`config.mk`:
```
export PLATFORM = sky130hd
export DESIGN_NAME = oag_top
export DESIGN_NICKNAME = d
export VERILOG_FILES = /design/src/core/oag_pkg.sv /design/src/core/oag_ea_adder.sv /design/src/core/oag_top.sv
export VERILOG_INCLUDE_DIRS = /design/src /design/src/core
export SDC_FILE = /design/constraint.sdc
export NUM_CORES = 1
export LEC_CHECK = 0
export BUFFER_PORTS_ARGS = -buffer_cell sky130_fd_sc_hd__buf_4
export CAP_MARGIN = 20
export CORE_MARGIN = 2
export CORE_UTILIZATION = 53
export CTS_BUF_LIST = sky130_fd_sc_hd__clkbuf_16
export DETAILED_ROUTE_END_ITERATION = 8
export PLACE_DENSITY = 0.88
export SLEW_MARGIN = 20
export SYNTH_ARGS = -nofsm -noshare
export SYNTH_HDL_FRONTEND = slang
export SYNTH_HIERARCHICAL = 1
export SYNTH_SLANG_ARGS = --single-unit
```
`constraint.sdc`:
```
create_clock -name clk -period 5.64 [get_ports clk]
set_input_delay 0.846 -clock clk [delete_from_list [all_inputs] [get_ports clk]]
set_output_delay 0.846 -clock clk [all_outputs]
set_load 0.02 [all_outputs]
```
`src/core/oag_defines.svh`:
```
// Constants of the operand address generator
`ifndef OAG_DEFINES_SVH
`define OAG_DEFINES_SVH

`define OAG_RESET_IP      16'h0000
`define OAG_RESET_CSB     16'h0000
`define OAG_RESET_WORD    16'h0000

`define OAG_STEP_BYTE     16'h0001
`define OAG_STEP_WORD     16'h0002
`define OAG_PTR_HI_OFS    16'h0002

`define OAG_REG_ACC       3'h0
`define OAG_REG_COUNT     3'h1
`define OAG_REG_PORT      3'h2
`define OAG_REG_BASE_WORD 3'h3
`define OAG_REG_STACK     3'h4
`define OAG_REG_BASE_PTR  3'h5
`define OAG_REG_SRC_IDX   3'h6
`define OAG_REG_DST_IDX   3'h7

`define OAG_MOD_NODISP    2'h0
`define OAG_MOD_DISP8     2'h1
`define OAG_MOD_DISP16    2'h2
`define OAG_MOD_REG       2'h3

`define OAG_RM_BW_SI      3'h0
`define OAG_RM_BW_DI      3'h1
`define OAG_RM_BP_SI      3'h2
`define OAG_RM_BP_DI      3'h3
`define OAG_RM_SI         3'h4
`define OAG_RM_DI         3'h5
`define OAG_RM_BP         3'h6
`define OAG_RM_BW         3'h7
`define OAG_RM_DIRECT     3'h6

`define OAG_IO_LOW_MASK   16'h00ff
`define OAG_BYTE_SIGN     7
`define OAG_BYTE_MSB      7
`define OAG_WORD_LO_MSB   15
`define OAG_WORD_HI_LSB   16
`define OAG_FIELD_MOD_MSB 4
`define OAG_FIELD_MOD_LSB 3
`define OAG_FIELD_RM_MSB  2

`endif

```
`src/core/oag_pkg.sv`:
```
// Types of the operand address generator
package oag_pkg;

    typedef enum logic [2:0] {
        OAG_BR_FAR,
        OAG_BR_REL8,
        OAG_BR_REL16,
        OAG_BR_REG,
        OAG_BR_MEM16,
        OAG_BR_MEM32
    } oag_br_mode_t;

    typedef enum logic [2:0] {
        OAG_OP_REG,
        OAG_OP_BYTE_IMMEDIATE,
        OAG_OP_IMM16,
        OAG_OP_IO_BYTE_IMMEDIATE,
        OAG_OP_IO_PORTREG
    } oag_op_src_t;

    typedef enum logic [1:0] {
        OAG_SEG_DATA0,
        OAG_SEG_DATA1,
        OAG_SEG_CODE,
        OAG_SEG_STACK
    } oag_seg_t;

    typedef enum logic [1:0] {
        OAG_IDLE,
        OAG_RD_LO,
        OAG_RD_HI
    } oag_state_t;

    typedef struct packed {
        oag_state_t st;
        logic [15:0] instruction_pointer;
        logic [15:0] code_segment_base;
        logic        br_done;
        logic        far_ptr;
        logic [15:0] ptr_lo;
        logic        mem_req;
        logic [15:0] mem_addr;
        oag_seg_t    mem_seg;
        logic [15:0] ea_offset;
        oag_seg_t    ea_seg;
        logic        ea_valid;
        logic        ea_is_reg;
        logic [15:0] opnd_value;
        logic        opnd_valid;
        logic [15:0] io_addr;
        logic        io_valid;
        logic        dest_fault;
    } oag_state_s_t;

endpackage

```
`src/core/oag_ea_adder.sv`:
```
// Three-term effective address adder
`timescale 1ns/1ps
module oag_ea_adder
    import oag_pkg::*;
(
    input  wire logic        base_en,
    input  wire logic [15:0] base_val,
    input  wire logic        index_en,
    input  wire logic [15:0] index_val,
    input  wire logic        disp_en,
    input  wire logic [15:0] disp_val,
    output logic      [15:0] offset
);
    logic [17:0] sum;

    always_comb begin
        sum = {2'h0, base_en ? base_val : 16'h0000}
            + {2'h0, index_en ? index_val : 16'h0000}
            + {2'h0, disp_en ? disp_val : 16'h0000};
        offset = sum[15:0];
    end
endmodule // oag_ea_adder

```
`src/core/oag_top.sv`:
```
// Operand and branch address generator of the execution unit
`timescale 1ns/1ps
`include "oag_defines.svh"
module oag_top
    import oag_pkg::*;
(
    input  wire logic         clk,
    input  wire logic         rst,
    input  wire logic         fetch_valid,
    input  wire logic         fetch_word,
    input  wire logic         branch_valid,
    input  wire oag_br_mode_t branch_mode,
    input  wire logic [31:0]  branch_imm,
    input  wire logic [15:0]  next_instr_addr,
    input  wire logic [2:0]   branch_reg_sel,
    input  wire logic         ea_req,
    input  wire logic [4:0]   ea_field,
    input  wire logic [15:0]  ea_disp,
    input  wire logic         seg_override_valid,
    input  wire oag_seg_t     seg_override,
    input  wire logic         op_req,
    input  wire oag_op_src_t  op_src,
    input  wire logic [2:0]   op_reg_sel,
    input  wire logic [15:0]  op_imm,
    input  wire logic         op_is_dest,
    input  wire logic [15:0]  acc_reg,
    input  wire logic [15:0]  count_reg,
    input  wire logic [15:0]  port_number_reg,
    input  wire logic [15:0]  base_word_reg,
    input  wire logic [15:0]  stack_ptr_reg,
    input  wire logic [15:0]  base_pointer_reg,
    input  wire logic [15:0]  source_index_reg,
    input  wire logic [15:0]  dest_index_reg,
    input  wire logic         mem_ready,
    input  wire logic [15:0]  mem_rdata,
    output logic              busy,
    output logic [15:0]       instruction_pointer,
    output logic [15:0]       code_segment_base,
    output logic              branch_done,
    output logic              mem_req,
    output logic [15:0]       mem_addr,
    output oag_seg_t          mem_seg,
    output logic [15:0]       ea_offset,
    output oag_seg_t          ea_seg,
    output logic              ea_valid,
    output logic              ea_is_reg,
    output logic [15:0]       opnd_value,
    output logic              opnd_valid,
    output logic [15:0]       io_addr,
    output logic              io_valid,
    output logic              dest_fault
);
    oag_state_s_t s_q;
    oag_state_s_t s_d;

    logic [1:0]  ea_mod;
    logic [2:0]  ea_rm;
    logic        add_base_en;
    logic [15:0] add_base;
    logic        add_index_en;
    logic [15:0] add_index;
    logic        add_disp_en;
    logic [15:0] add_disp;
    logic [15:0] ea_now;
    oag_seg_t    seg_now;
    logic        br_go;

    function automatic logic [15:0] sext8(input logic [15:0] v);
        sext8 = {{8{v[`OAG_BYTE_SIGN]}}, v[`OAG_BYTE_MSB:0]};
    endfunction

    function automatic logic [15:0] add16(input logic [15:0] a, input logic [15:0] b);
        logic [16:0] t;
        t = {1'b0, a} + {1'b0, b};
        add16 = t[15:0];
    endfunction

    function automatic logic [15:0] reg_pick(input logic [2:0] sel);
        logic [15:0] r;
        r = acc_reg;
        unique case (sel)
            `OAG_REG_ACC:       r = acc_reg;
            `OAG_REG_COUNT:     r = count_reg;
            `OAG_REG_PORT:      r = port_number_reg;
            `OAG_REG_BASE_WORD: r = base_word_reg;
            `OAG_REG_STACK:     r = stack_ptr_reg;
            `OAG_REG_BASE_PTR:  r = base_pointer_reg;
            `OAG_REG_SRC_IDX:   r = source_index_reg;
            `OAG_REG_DST_IDX:   r = dest_index_reg;
        endcase
        reg_pick = r;
    endfunction

    // Addressing field decode into adder terms and default segment
    always_comb begin
        ea_mod       = ea_field[`OAG_FIELD_MOD_MSB:`OAG_FIELD_MOD_LSB];
        ea_rm        = ea_field[`OAG_FIELD_RM_MSB:0];
        add_base_en  = 1'b0;
        add_base     = base_word_reg;
        add_index_en = 1'b0;
        add_index    = source_index_reg;
        add_disp_en  = (ea_mod == `OAG_MOD_DISP8) || (ea_mod == `OAG_MOD_DISP16);
        add_disp     = (ea_mod == `OAG_MOD_DISP8) ? sext8(ea_disp) : ea_disp;
        seg_now      = OAG_SEG_DATA0;
        unique case (ea_rm)
            `OAG_RM_BW_SI: begin
                add_base_en  = 1'b1;
                add_index_en = 1'b1;
            end
            `OAG_RM_BW_DI: begin
                add_base_en  = 1'b1;
                add_index_en = 1'b1;
                add_index    = dest_index_reg;
            end
            `OAG_RM_BP_SI: begin
                add_base_en  = 1'b1;
                add_base     = base_pointer_reg;
                add_index_en = 1'b1;
                seg_now      = OAG_SEG_STACK;
            end
            `OAG_RM_BP_DI: begin
                add_base_en  = 1'b1;
                add_base     = base_pointer_reg;
                add_index_en = 1'b1;
                add_index    = dest_index_reg;
                seg_now      = OAG_SEG_STACK;
            end
            `OAG_RM_SI: begin
                add_index_en = 1'b1;
            end
            `OAG_RM_DI: begin
                add_index_en = 1'b1;
                add_index    = dest_index_reg;
            end
            `OAG_RM_BP: begin
                if (ea_mod == `OAG_MOD_NODISP) begin
                    add_disp_en = 1'b1;
                    add_disp    = ea_disp;
                end else begin
                    add_base_en = 1'b1;
                    add_base    = base_pointer_reg;
                    seg_now     = OAG_SEG_STACK;
                end
            end
            `OAG_RM_BW: begin
                add_base_en = 1'b1;
            end
        endcase
        // An override always beats the default, stack included
        if (seg_override_valid) begin
            seg_now = seg_override;
        end
    end

    oag_ea_adder u_adder (
        .base_en   (add_base_en),
        .base_val  (add_base),
        .index_en  (add_index_en),
        .index_val (add_index),
        .disp_en   (add_disp_en),
        .disp_val  (add_disp),
        .offset    (ea_now)
    );

    // A pointer read in flight blocks new branches and fetch steps
    assign br_go = branch_valid && (s_q.st == OAG_IDLE);

    always_comb begin
        s_d            = s_q;
        s_d.br_done    = 1'b0;
        s_d.ea_valid   = 1'b0;
        s_d.opnd_valid = 1'b0;
        s_d.io_valid   = 1'b0;
        s_d.dest_fault = 1'b0;

        unique case (s_q.st)
            OAG_IDLE: begin
                if (br_go) begin
                    unique case (branch_mode)
                        OAG_BR_FAR: begin
                            s_d.instruction_pointer = branch_imm[`OAG_WORD_LO_MSB:0];
                            s_d.code_segment_base   = branch_imm[31:`OAG_WORD_HI_LSB];
                            s_d.br_done             = 1'b1;
                        end
                        OAG_BR_REL8: begin
                            s_d.instruction_pointer = add16(next_instr_addr, sext8(branch_imm[15:0]));
                            s_d.br_done             = 1'b1;
                        end
                        OAG_BR_REL16: begin
                            s_d.instruction_pointer = add16(next_instr_addr, branch_imm[15:0]);
                            s_d.br_done             = 1'b1;
                        end
                        OAG_BR_REG: begin
                            s_d.instruction_pointer = reg_pick(branch_reg_sel);
                            s_d.br_done             = 1'b1;
                        end
                        OAG_BR_MEM16, OAG_BR_MEM32: begin
                            s_d.far_ptr  = (branch_mode == OAG_BR_MEM32);
                            s_d.mem_req  = 1'b1;
                            s_d.mem_addr = ea_now;
                            s_d.mem_seg  = seg_now;
                            s_d.st       = OAG_RD_LO;
                        end
                        default: begin
                            s_d.br_done = 1'b0;
                        end
                    endcase
                end else if (fetch_valid) begin
                    // Step width follows the fetch, so an odd target resumes word fetches
                    s_d.instruction_pointer = add16(s_q.instruction_pointer,
                                                    fetch_word ? `OAG_STEP_WORD : `OAG_STEP_BYTE);
                end
            end
            OAG_RD_LO: begin
                // Ready low holds the cycle as a wait state
                if (mem_ready) begin
                    if (s_q.far_ptr) begin
                        s_d.ptr_lo   = mem_rdata;
                        s_d.mem_addr = add16(s_q.mem_addr, `OAG_PTR_HI_OFS);
                        s_d.st       = OAG_RD_HI;
                    end else begin
                        s_d.instruction_pointer = mem_rdata;
                        s_d.mem_req             = 1'b0;
                        s_d.br_done             = 1'b1;
                        s_d.st                  = OAG_IDLE;
                    end
                end
            end
            OAG_RD_HI: begin
                if (mem_ready) begin
                    s_d.instruction_pointer = s_q.ptr_lo;
                    s_d.code_segment_base   = mem_rdata;
                    s_d.mem_req             = 1'b0;
                    s_d.br_done             = 1'b1;
                    s_d.st                  = OAG_IDLE;
                end
            end
        endcase

        if (ea_req) begin
            s_d.ea_offset = ea_now;
            s_d.ea_seg    = seg_now;
            s_d.ea_is_reg = (ea_mod == `OAG_MOD_REG);
            s_d.ea_valid  = 1'b1;
        end

        if (op_req) begin
            s_d.opnd_valid = 1'b1;
            unique case (op_src)
                OAG_OP_REG: begin
                    s_d.opnd_value = reg_pick(op_reg_sel);
                end
                OAG_OP_BYTE_IMMEDIATE: begin
                    s_d.opnd_value = {8'h00, op_imm[`OAG_BYTE_MSB:0]};
                    s_d.dest_fault = op_is_dest;
                end
                OAG_OP_IMM16: begin
                    s_d.opnd_value = op_imm;
                    s_d.dest_fault = op_is_dest;
                end
                OAG_OP_IO_BYTE_IMMEDIATE: begin
                    s_d.io_addr    = op_imm & `OAG_IO_LOW_MASK;
                    s_d.io_valid   = 1'b1;
                    s_d.opnd_valid = 1'b0;
                end
                OAG_OP_IO_PORTREG: begin
                    s_d.io_addr    = port_number_reg;
                    s_d.io_valid   = 1'b1;
                    s_d.opnd_valid = 1'b0;
                end
                default: begin
                    s_d.opnd_valid = 1'b0;
                end
            endcase
        end
    end

    always_ff @(posedge clk) begin
        if (rst) begin
            s_q.st                  <= OAG_IDLE;
            s_q.instruction_pointer <= `OAG_RESET_IP;
            s_q.code_segment_base   <= `OAG_RESET_CSB;
            s_q.br_done             <= 1'b0;
            s_q.far_ptr             <= 1'b0;
            s_q.ptr_lo              <= `OAG_RESET_WORD;
            s_q.mem_req             <= 1'b0;
            s_q.mem_addr            <= `OAG_RESET_WORD;
            s_q.mem_seg             <= OAG_SEG_DATA0;
            s_q.ea_offset           <= `OAG_RESET_WORD;
            s_q.ea_seg              <= OAG_SEG_DATA0;
            s_q.ea_valid            <= 1'b0;
            s_q.ea_is_reg           <= 1'b0;
            s_q.opnd_value          <= `OAG_RESET_WORD;
            s_q.opnd_valid          <= 1'b0;
            s_q.io_addr             <= `OAG_RESET_WORD;
            s_q.io_valid            <= 1'b0;
            s_q.dest_fault          <= 1'b0;
        end else begin
            s_q <= s_d;
        end
    end

    assign busy                = (s_q.st != OAG_IDLE);
    assign instruction_pointer = s_q.instruction_pointer;
    assign code_segment_base   = s_q.code_segment_base;
    assign branch_done         = s_q.br_done;
    assign mem_req             = s_q.mem_req;
    assign mem_addr            = s_q.mem_addr;
    assign mem_seg             = s_q.mem_seg;
    assign ea_offset           = s_q.ea_offset;
    assign ea_seg              = s_q.ea_seg;
    assign ea_valid            = s_q.ea_valid;
    assign ea_is_reg           = s_q.ea_is_reg;
    assign opnd_value          = s_q.opnd_value;
    assign opnd_valid          = s_q.opnd_valid;
    assign io_addr             = s_q.io_addr;
    assign io_valid            = s_q.io_valid;
    assign dest_fault          = s_q.dest_fault;
endmodule // oag_top

```
==> flow_metrics.tcl, run 1 <==
set metrics [dict create \
    syn_avg_cell_area_um2 7.67 \
    totalWireLength_um 46700 \
    criticalPathCategory "in2reg" \
    worstPathArrival_ns 4.69 \
    synth_top_area_share_pct 21.2 \
    synth_edf_count 0 \
    cts_root_buf "clkbuf_16" \
    drc_errors 2 \
    required_ns 5.99 \
    cap_viol_max_count 0 \
    fillers 1941 \
    r2r-start "s_q[125]" \
    dp_cells 2005 \
    grt.total_usage_pct 38.3 \
    detail_route.wl_per_cell_um 22.9 \
    ctsResizeCount 0 \
    grt_pass1_vias 12500 \
    drive_gt1_share_pct 27.2 \
    power_w 0.00387 \
    async_flop_share_pct 0 \
    fin_nets 2055 \
    synth_area_leaders "dfxtp_1 21%, buf_4 6.9%, nand2_1 6.5%" \
    first_iter_violations 1715 \
    fin_setup_tns_ns 0 \
    worst-r2r-cell-count 7 \
    grt.overflow.total 0 \
    cts-htree-levels 4 \
    finalSetupViolations 0 \
    hold_viol 0 \
    core_area_um2 22000 \
    grt_max_degree 80 \
    whs_ns 0.457 \
    relSlewSlack_pct 22.7 \
    p_leak_nw 6.33 \
    endpoint "mem_addr[15]" \
    skew_ns 0.00684 \
    failed_checks "design-rule violations" \
    io_pins 361 \
    hpwl_um 36500 \
    netlist_area_um2 11900 \
    regMostFlops "s_q" \
    start_util_pct 54.2 \
    largest_register_ffs 19 \
    syn_inst 1552 \
    vias_per_cell 6.51 \
    vias 13300 \
    fp.dieW_um 154 \
    holdCritPathClass "reg2reg" \
    ys_ff_latch 126 \
    place_congestion 1.01 \
    switchingPower_w 0.00158 \
    finalCritPeriodShare_pct 76.9 \
    synth_nets 1863 \
    power_density_nw_per_um2 268 \
    p_sw_share_pct 40.7 \
    die_h_um 154 \
    yosysWarnings 6 \
    p_int_w 0.00230 \
    portBuffers 360 \
    yosysSeqAreaShare_pct 21.2 \
    reg2reg_slack_ns 2.73 \
    yosys.area.top_type "dfxtp_1" \
    numCtsBuffers 17 \
    endpoint_kind "register" \
    area_growth_pct 21.4 \
    clk_path_buf_depth 2 \
    cts_hold_buf 0 \
    first_pass_iters 8 \
    seqCellArea_um2 2520 \
    ant_nets 0 \
    critPathMaxFanout 17 \
    worst_pin_slew_ns 1.15 \
    synth.most_common_cell "nand2_1" \
    clk_pin_slew_worst_paths_ns 0.07 \
    ys_types 84 \
    startpoint_type "input port" \
    clk_latency_ns 0.43 \
    cts_tree "yes" \
    multiInputGateArea_um2 7880 \
    pwr-share-seq_pct 27.8 \
    antenna_found_initial 5 \
    grt_first_pass_wirelength_um 71000 \
    p_comb_share_pct 42.8 \
    clockPowerShare_pct 29.4 \
    peakVddDrop_v 0.000189 \
    r2r-end "mem_addr[6]" \
    max_freq_ghz 0.231 \
    status "finished with violations" \
    synth_common_cells "205 x nand2_1, 126 x dfxtp_1, 116 x nor2_1" \
    rows 54 \
    startpoint "ea_field[4]" \
    post_cts_buffers 0 \
    layout.cells.non_filler 2041 \
    rsz0062_at_grt "no" \
    fin_crit_ns 4.34 \
    final_max_slew_viol_count 0 \
    fp.dieArea_um2 23700 \
    synthFlopType "dfxtp_1" \
    cts.sinks 126 \
]
[worst min-delay path by stage]
stage            start       to  slack [ns]  cells past startpoint
2_1_floorplan  s_q[87]  s_q[87]        0.44                      2
3_3_place_gp   s_q[86]  s_q[86]        0.44                      2
3_5_place_dp   s_q[85]  s_q[85]        0.45                      2
4_1_cts        s_q[85]  s_q[85]        0.46                      2
5_1_grt        s_q[77]  s_q[77]        0.48                      2
6_report       s_q[85]  s_q[85]        0.46                      2
[stage by stage]
stage / instance area (um^2) / setup WS (ns) / util, %
finish: 14400 / 1.30 / 65.8
global route: 14400 / 1.04 / 65.8
CTS: 14400 / 1.37 / 65.7
detailed placement: 13800 / 0.952 / 63.0
global placement: 13800 / 1.08 / 63.0
floorplan: 11900 / 1.18 / -
[cells in the final DEF, fill, tap and decap left out, types with 11 or more instances in the layout]
cell type    n
nand2b_1    14
xnor2_1     18
a21o_1      20
nor3_1      14
a211oi_1    39
buf_4      371
ha_1        40
fa_1        18
a22oi_1     39
a31oi_1     19
mux2_2      37
a22o_1      19
nor2_1     115
a21oi_1    105
and2_1      14
a221oi_1    32
xor2_1      14
inv_1       80
o21ai_0     78
clkbuf_16   17
nand3_1     36
nor2b_1     26
dfxtp_1    126
mux4_2      12
o211ai_1    11
mux2i_1     55
nand2_1    205
a221o_1     15
[area by class of cell]
type	count	share of cell area, %
multi-input cells	1147	54.5
repair buffers	371	19.3
flip-flops and latches	126	17.5
clock buffers	17	2.94
well taps	280	2.43
inverters	81	2.10
clock inverters	15	1.18
diodes	4	0.0693
[routing by layer]
metal  wire length [um]  GRT usage, %  up-vias
met4               2280          17.2        2
met2              21100          61.6      989
li1                   -             -     5919
met1              18000          49.7     6210
met5                 13             0        -
met3               5340          7.95      173
[worst max-delay path, cell delays in order]
cell and delay (ns):
buf_4 0.12, inv_1 0.07, ha_1 0.15, o21ai_0 0.08, nand2_1 0.09, buf_4 0.26
mux2_2 0.37, nand2_1 0.10, fa_1 0.41, inv_1 0.07, ha_1 0.17, inv_1 0.06
fa_1 0.39, nand2b_1 0.19, a21oi_2 0.16, o2111ai_1 0.24, a41oi_1 0.30, xnor2_1 0.17
nand2_1 0.08, o41ai_1 0.11, nand2_1 0.09, a21oi_1 0.17
[power groups by stage]
stage          Combinational (W)  Clock [W]  Sequential (W)
6_report                 0.00166    0.00114         0.00108
2_1_floorplan            0.00114          0         0.00106
5_1_grt                  0.00178    0.00117         0.00109
3_3_place_gp             0.00159          0         0.00109
4_1_cts                  0.00162    0.00114         0.00107
3_5_place_dp             0.00161          0         0.00109
[kinds of logic after synthesis]
logic type / count (synthesis) / share of synthesized area [%]
simple gates: 482 / 18.6
compound gates: 471 / 27.6
buf+inv: 279 / 12.6
flops: 126 / 21.2
fa+ha+maj: 58 / 7.24
mux: 104 / 10.4
xor+xnor: 32 / 2.36
Power figures use the tool's default switching activity.
==> run 2: changes to the inputs <==
--- a/config.mk
+++ b/config.mk
@@ -9,10 +9,10 @@
 export BUFFER_PORTS_ARGS = -buffer_cell sky130_fd_sc_hd__buf_4
 export CAP_MARGIN = 20
 export CORE_MARGIN = 2
-export CORE_UTILIZATION = 53
+export CORE_UTILIZATION = 48
 export CTS_BUF_LIST = sky130_fd_sc_hd__clkbuf_16
 export DETAILED_ROUTE_END_ITERATION = 8
-export PLACE_DENSITY = 0.88
+export PLACE_DENSITY = 0.84
 export SLEW_MARGIN = 20
 export SYNTH_ARGS = -nofsm -noshare
 export SYNTH_HDL_FRONTEND = slang
==> constraint.sdc (replaced) <==
create_clock -name clk -period 3.5 [get_ports clk]
set_input_delay 0.525 -clock clk [delete_from_list [all_inputs] [get_ports clk]]
set_output_delay 0.525 -clock clk [all_outputs]
set_load 0.02 [all_outputs]
==> flow_metrics.tcl, run 2 (synthesis gave the netlist of run 1 again) <==
set metrics [dict create \
    relSlewSlack_pct 29.5 \
    finalCritPeriodShare_pct 103 \
    wl_met2_um 22400 \
    skew_ns 0.0160 \
    vias_per_cell 6.30 \
    totalWireLength_um 49200 \
    cts_tree "yes" \
    peakVddDrop_v 0.000259 \
    area_growth_pct 30.7 \
    cap_viol_max_count 0 \
    drive_gt1_share_pct 32.9 \
    dr.max_layer_used "met4" \
    die_h_um 161 \
    holdCritPathClass "in2reg" \
    power_density_nw_per_um2 437 \
    max_freq_ghz 0.278 \
    hold_viol 0 \
    endpoint_kind "register" \
    required_ns 3.78 \
    worst_pin_slew_ns 1.06 \
    portBuffers 360 \
    grt_max_degree 72 \
    numCtsBuffers 17 \
    grt.total_usage_pct 35.5 \
    cts-htree-levels 4 \
    status "finished with violations" \
    final_area_um2 15500 \
    core_area_um2 24300 \
    rows 57 \
    fp.dieW_um 161 \
    whs_ns 0.347 \
    first_pass_iters 6 \
    regMostFlops "s_q" \
    drc_errors 0 \
    worst_slack_ns -0.0947 \
    failed_checks "negative setup slack" \
    grt.overflow.total 0 \
    dp_slack_ns -0.531 \
    cts.sinks 126 \
    place_congestion 1.04 \
    criticalPathCategory "in2reg" \
    clk_latency_ns 0.43 \
    multiInputGateArea_um2 8260 \
    place_area_um2 14500 \
    fin_crit_ns 3.59 \
    cts_root_buf "clkbuf_16" \
    layout_commonest_cell "buf_4" \
    hpwl_um 37800 \
    p_leak_nw 6.79 \
    clk_path_buf_depth 2 \
    seqCellArea_um2 2520 \
    fin_nets 2133 \
    fp.dieArea_um2 26100 \
    detail_route.wl_per_cell_um 22.8 \
    final_max_slew_viol_count 0 \
    grt_first_pass_wirelength_um 71800 \
    start_util_pct 48.9 \
    most-common-layout-cells "438 x buf_4, 200 x nand2_1, 126 x dfxtp_1" \
    rsz0062_at_grt "yes" \
    m1WireLength_um 18900 \
    clk_pin_slew_worst_paths_ns 0.06 \
    startpoint_type "input port" \
    grt_pass1_vias 12700 \
    largest_register_ffs 19 \
    vias 13600 \
    cts_hold_buf 0 \
    critPathMaxFanout 5 \
    antenna_found_initial 2 \
    ant_nets 0 \
    finalSetupViolations 5 \
    route.met3.wl_um 5290 \
    worstPathArrival_ns 3.87 \
    fillers 2089 \
    first_iter_violations 2032 \
    io_pins 361 \
]
## run 2: cell types whose count changed in the layout (fill, tap and decap cells not counted), moves of 6 or more
cell,before,now
ha_4,0,13
buf_4,371,438
ha_1,40,26
inv_1,80,74
a21oi_1,105,98
buf_6,0,7
## run 2: final cells by class
type,instances,share of cell area [%]
diodes,2,0.0322
multi-input cells,1147,53.1
clock inverters,14,1.02
well taps,324,2.61
flip-flops and latches,126,16.2
inverters,81,2.07
clock buffers,17,2.74
repair buffers,449,22.2
## run 2: power by group
| group | switching (W) | leakage [nW] | total, W | internal [W] |
|---|---|---|---|---|
| Combinational | 0.00176 | 5.49 | 0.00322 | 0.00146 |
| Sequential | 0.000154 | 1.03 | 0.00174 | 0.00159 |
| Clock | 0.000773 | 0.280 | 0.00183 | 0.00106 |
## run 2: what timing repair did
item                       in CTS  in global routing
pin swaps                      15                 27
setup endpoints to repair       6                  9
resized for setup              14                 44
cloned                          0                  1
setup buffers                   4                 10
## run 2: per-layer routing
metal / global-route usage [%] / vias up
met5: 0 / -
met4: 17.3 / 0
met3: 6.88 / 170
met2: 57.3 / 1025
met1: 45.4 / 6341
li1: - / 6070
## run 2: worst max-delay path, cell delays in order
cell	delay, ns
buf_12	0.09
inv_12	0.03
ha_4	0.15
o21ai_4	0.15
nand2_4	0.09
buf_6	0.14
mux2_4	0.21
nand2_4	0.05
fa_1	0.55
inv_1	0.06
ha_1	0.29
a21o_1	0.16
nand4_1	0.19
a2111oi_4	0.54
or2_1	0.24
a31oi_4	0.06
a221oi_2	0.28
nor2_1	0.06
## run 2: final timing paths
check	start	depth (start not counted)	slack [ns]	end
max	ea_field[4]	18	-0.09	mem_addr[10]
min	op_is_dest	3	0.35	dest_fault
max reg2reg	s_q[125]	10	0.71	mem_addr[10]
min reg2reg	s_q[83]	2	0.46	s_q[83]
## run 2: metrics by stage
stage          cells  power [W]  utilization, %  setup TNS (ns)
2_1_floorplan   1552    0.00361               -          -0.965
3_3_place_gp    2113    0.00460            59.7           -4.59
5_1_grt         2160    0.00707            63.9           -1.29
3_5_place_dp    2113    0.00465            59.7           -7.00
4_1_cts         2148    0.00652            62.5               0
6_report        2160    0.00679            63.9          -0.317
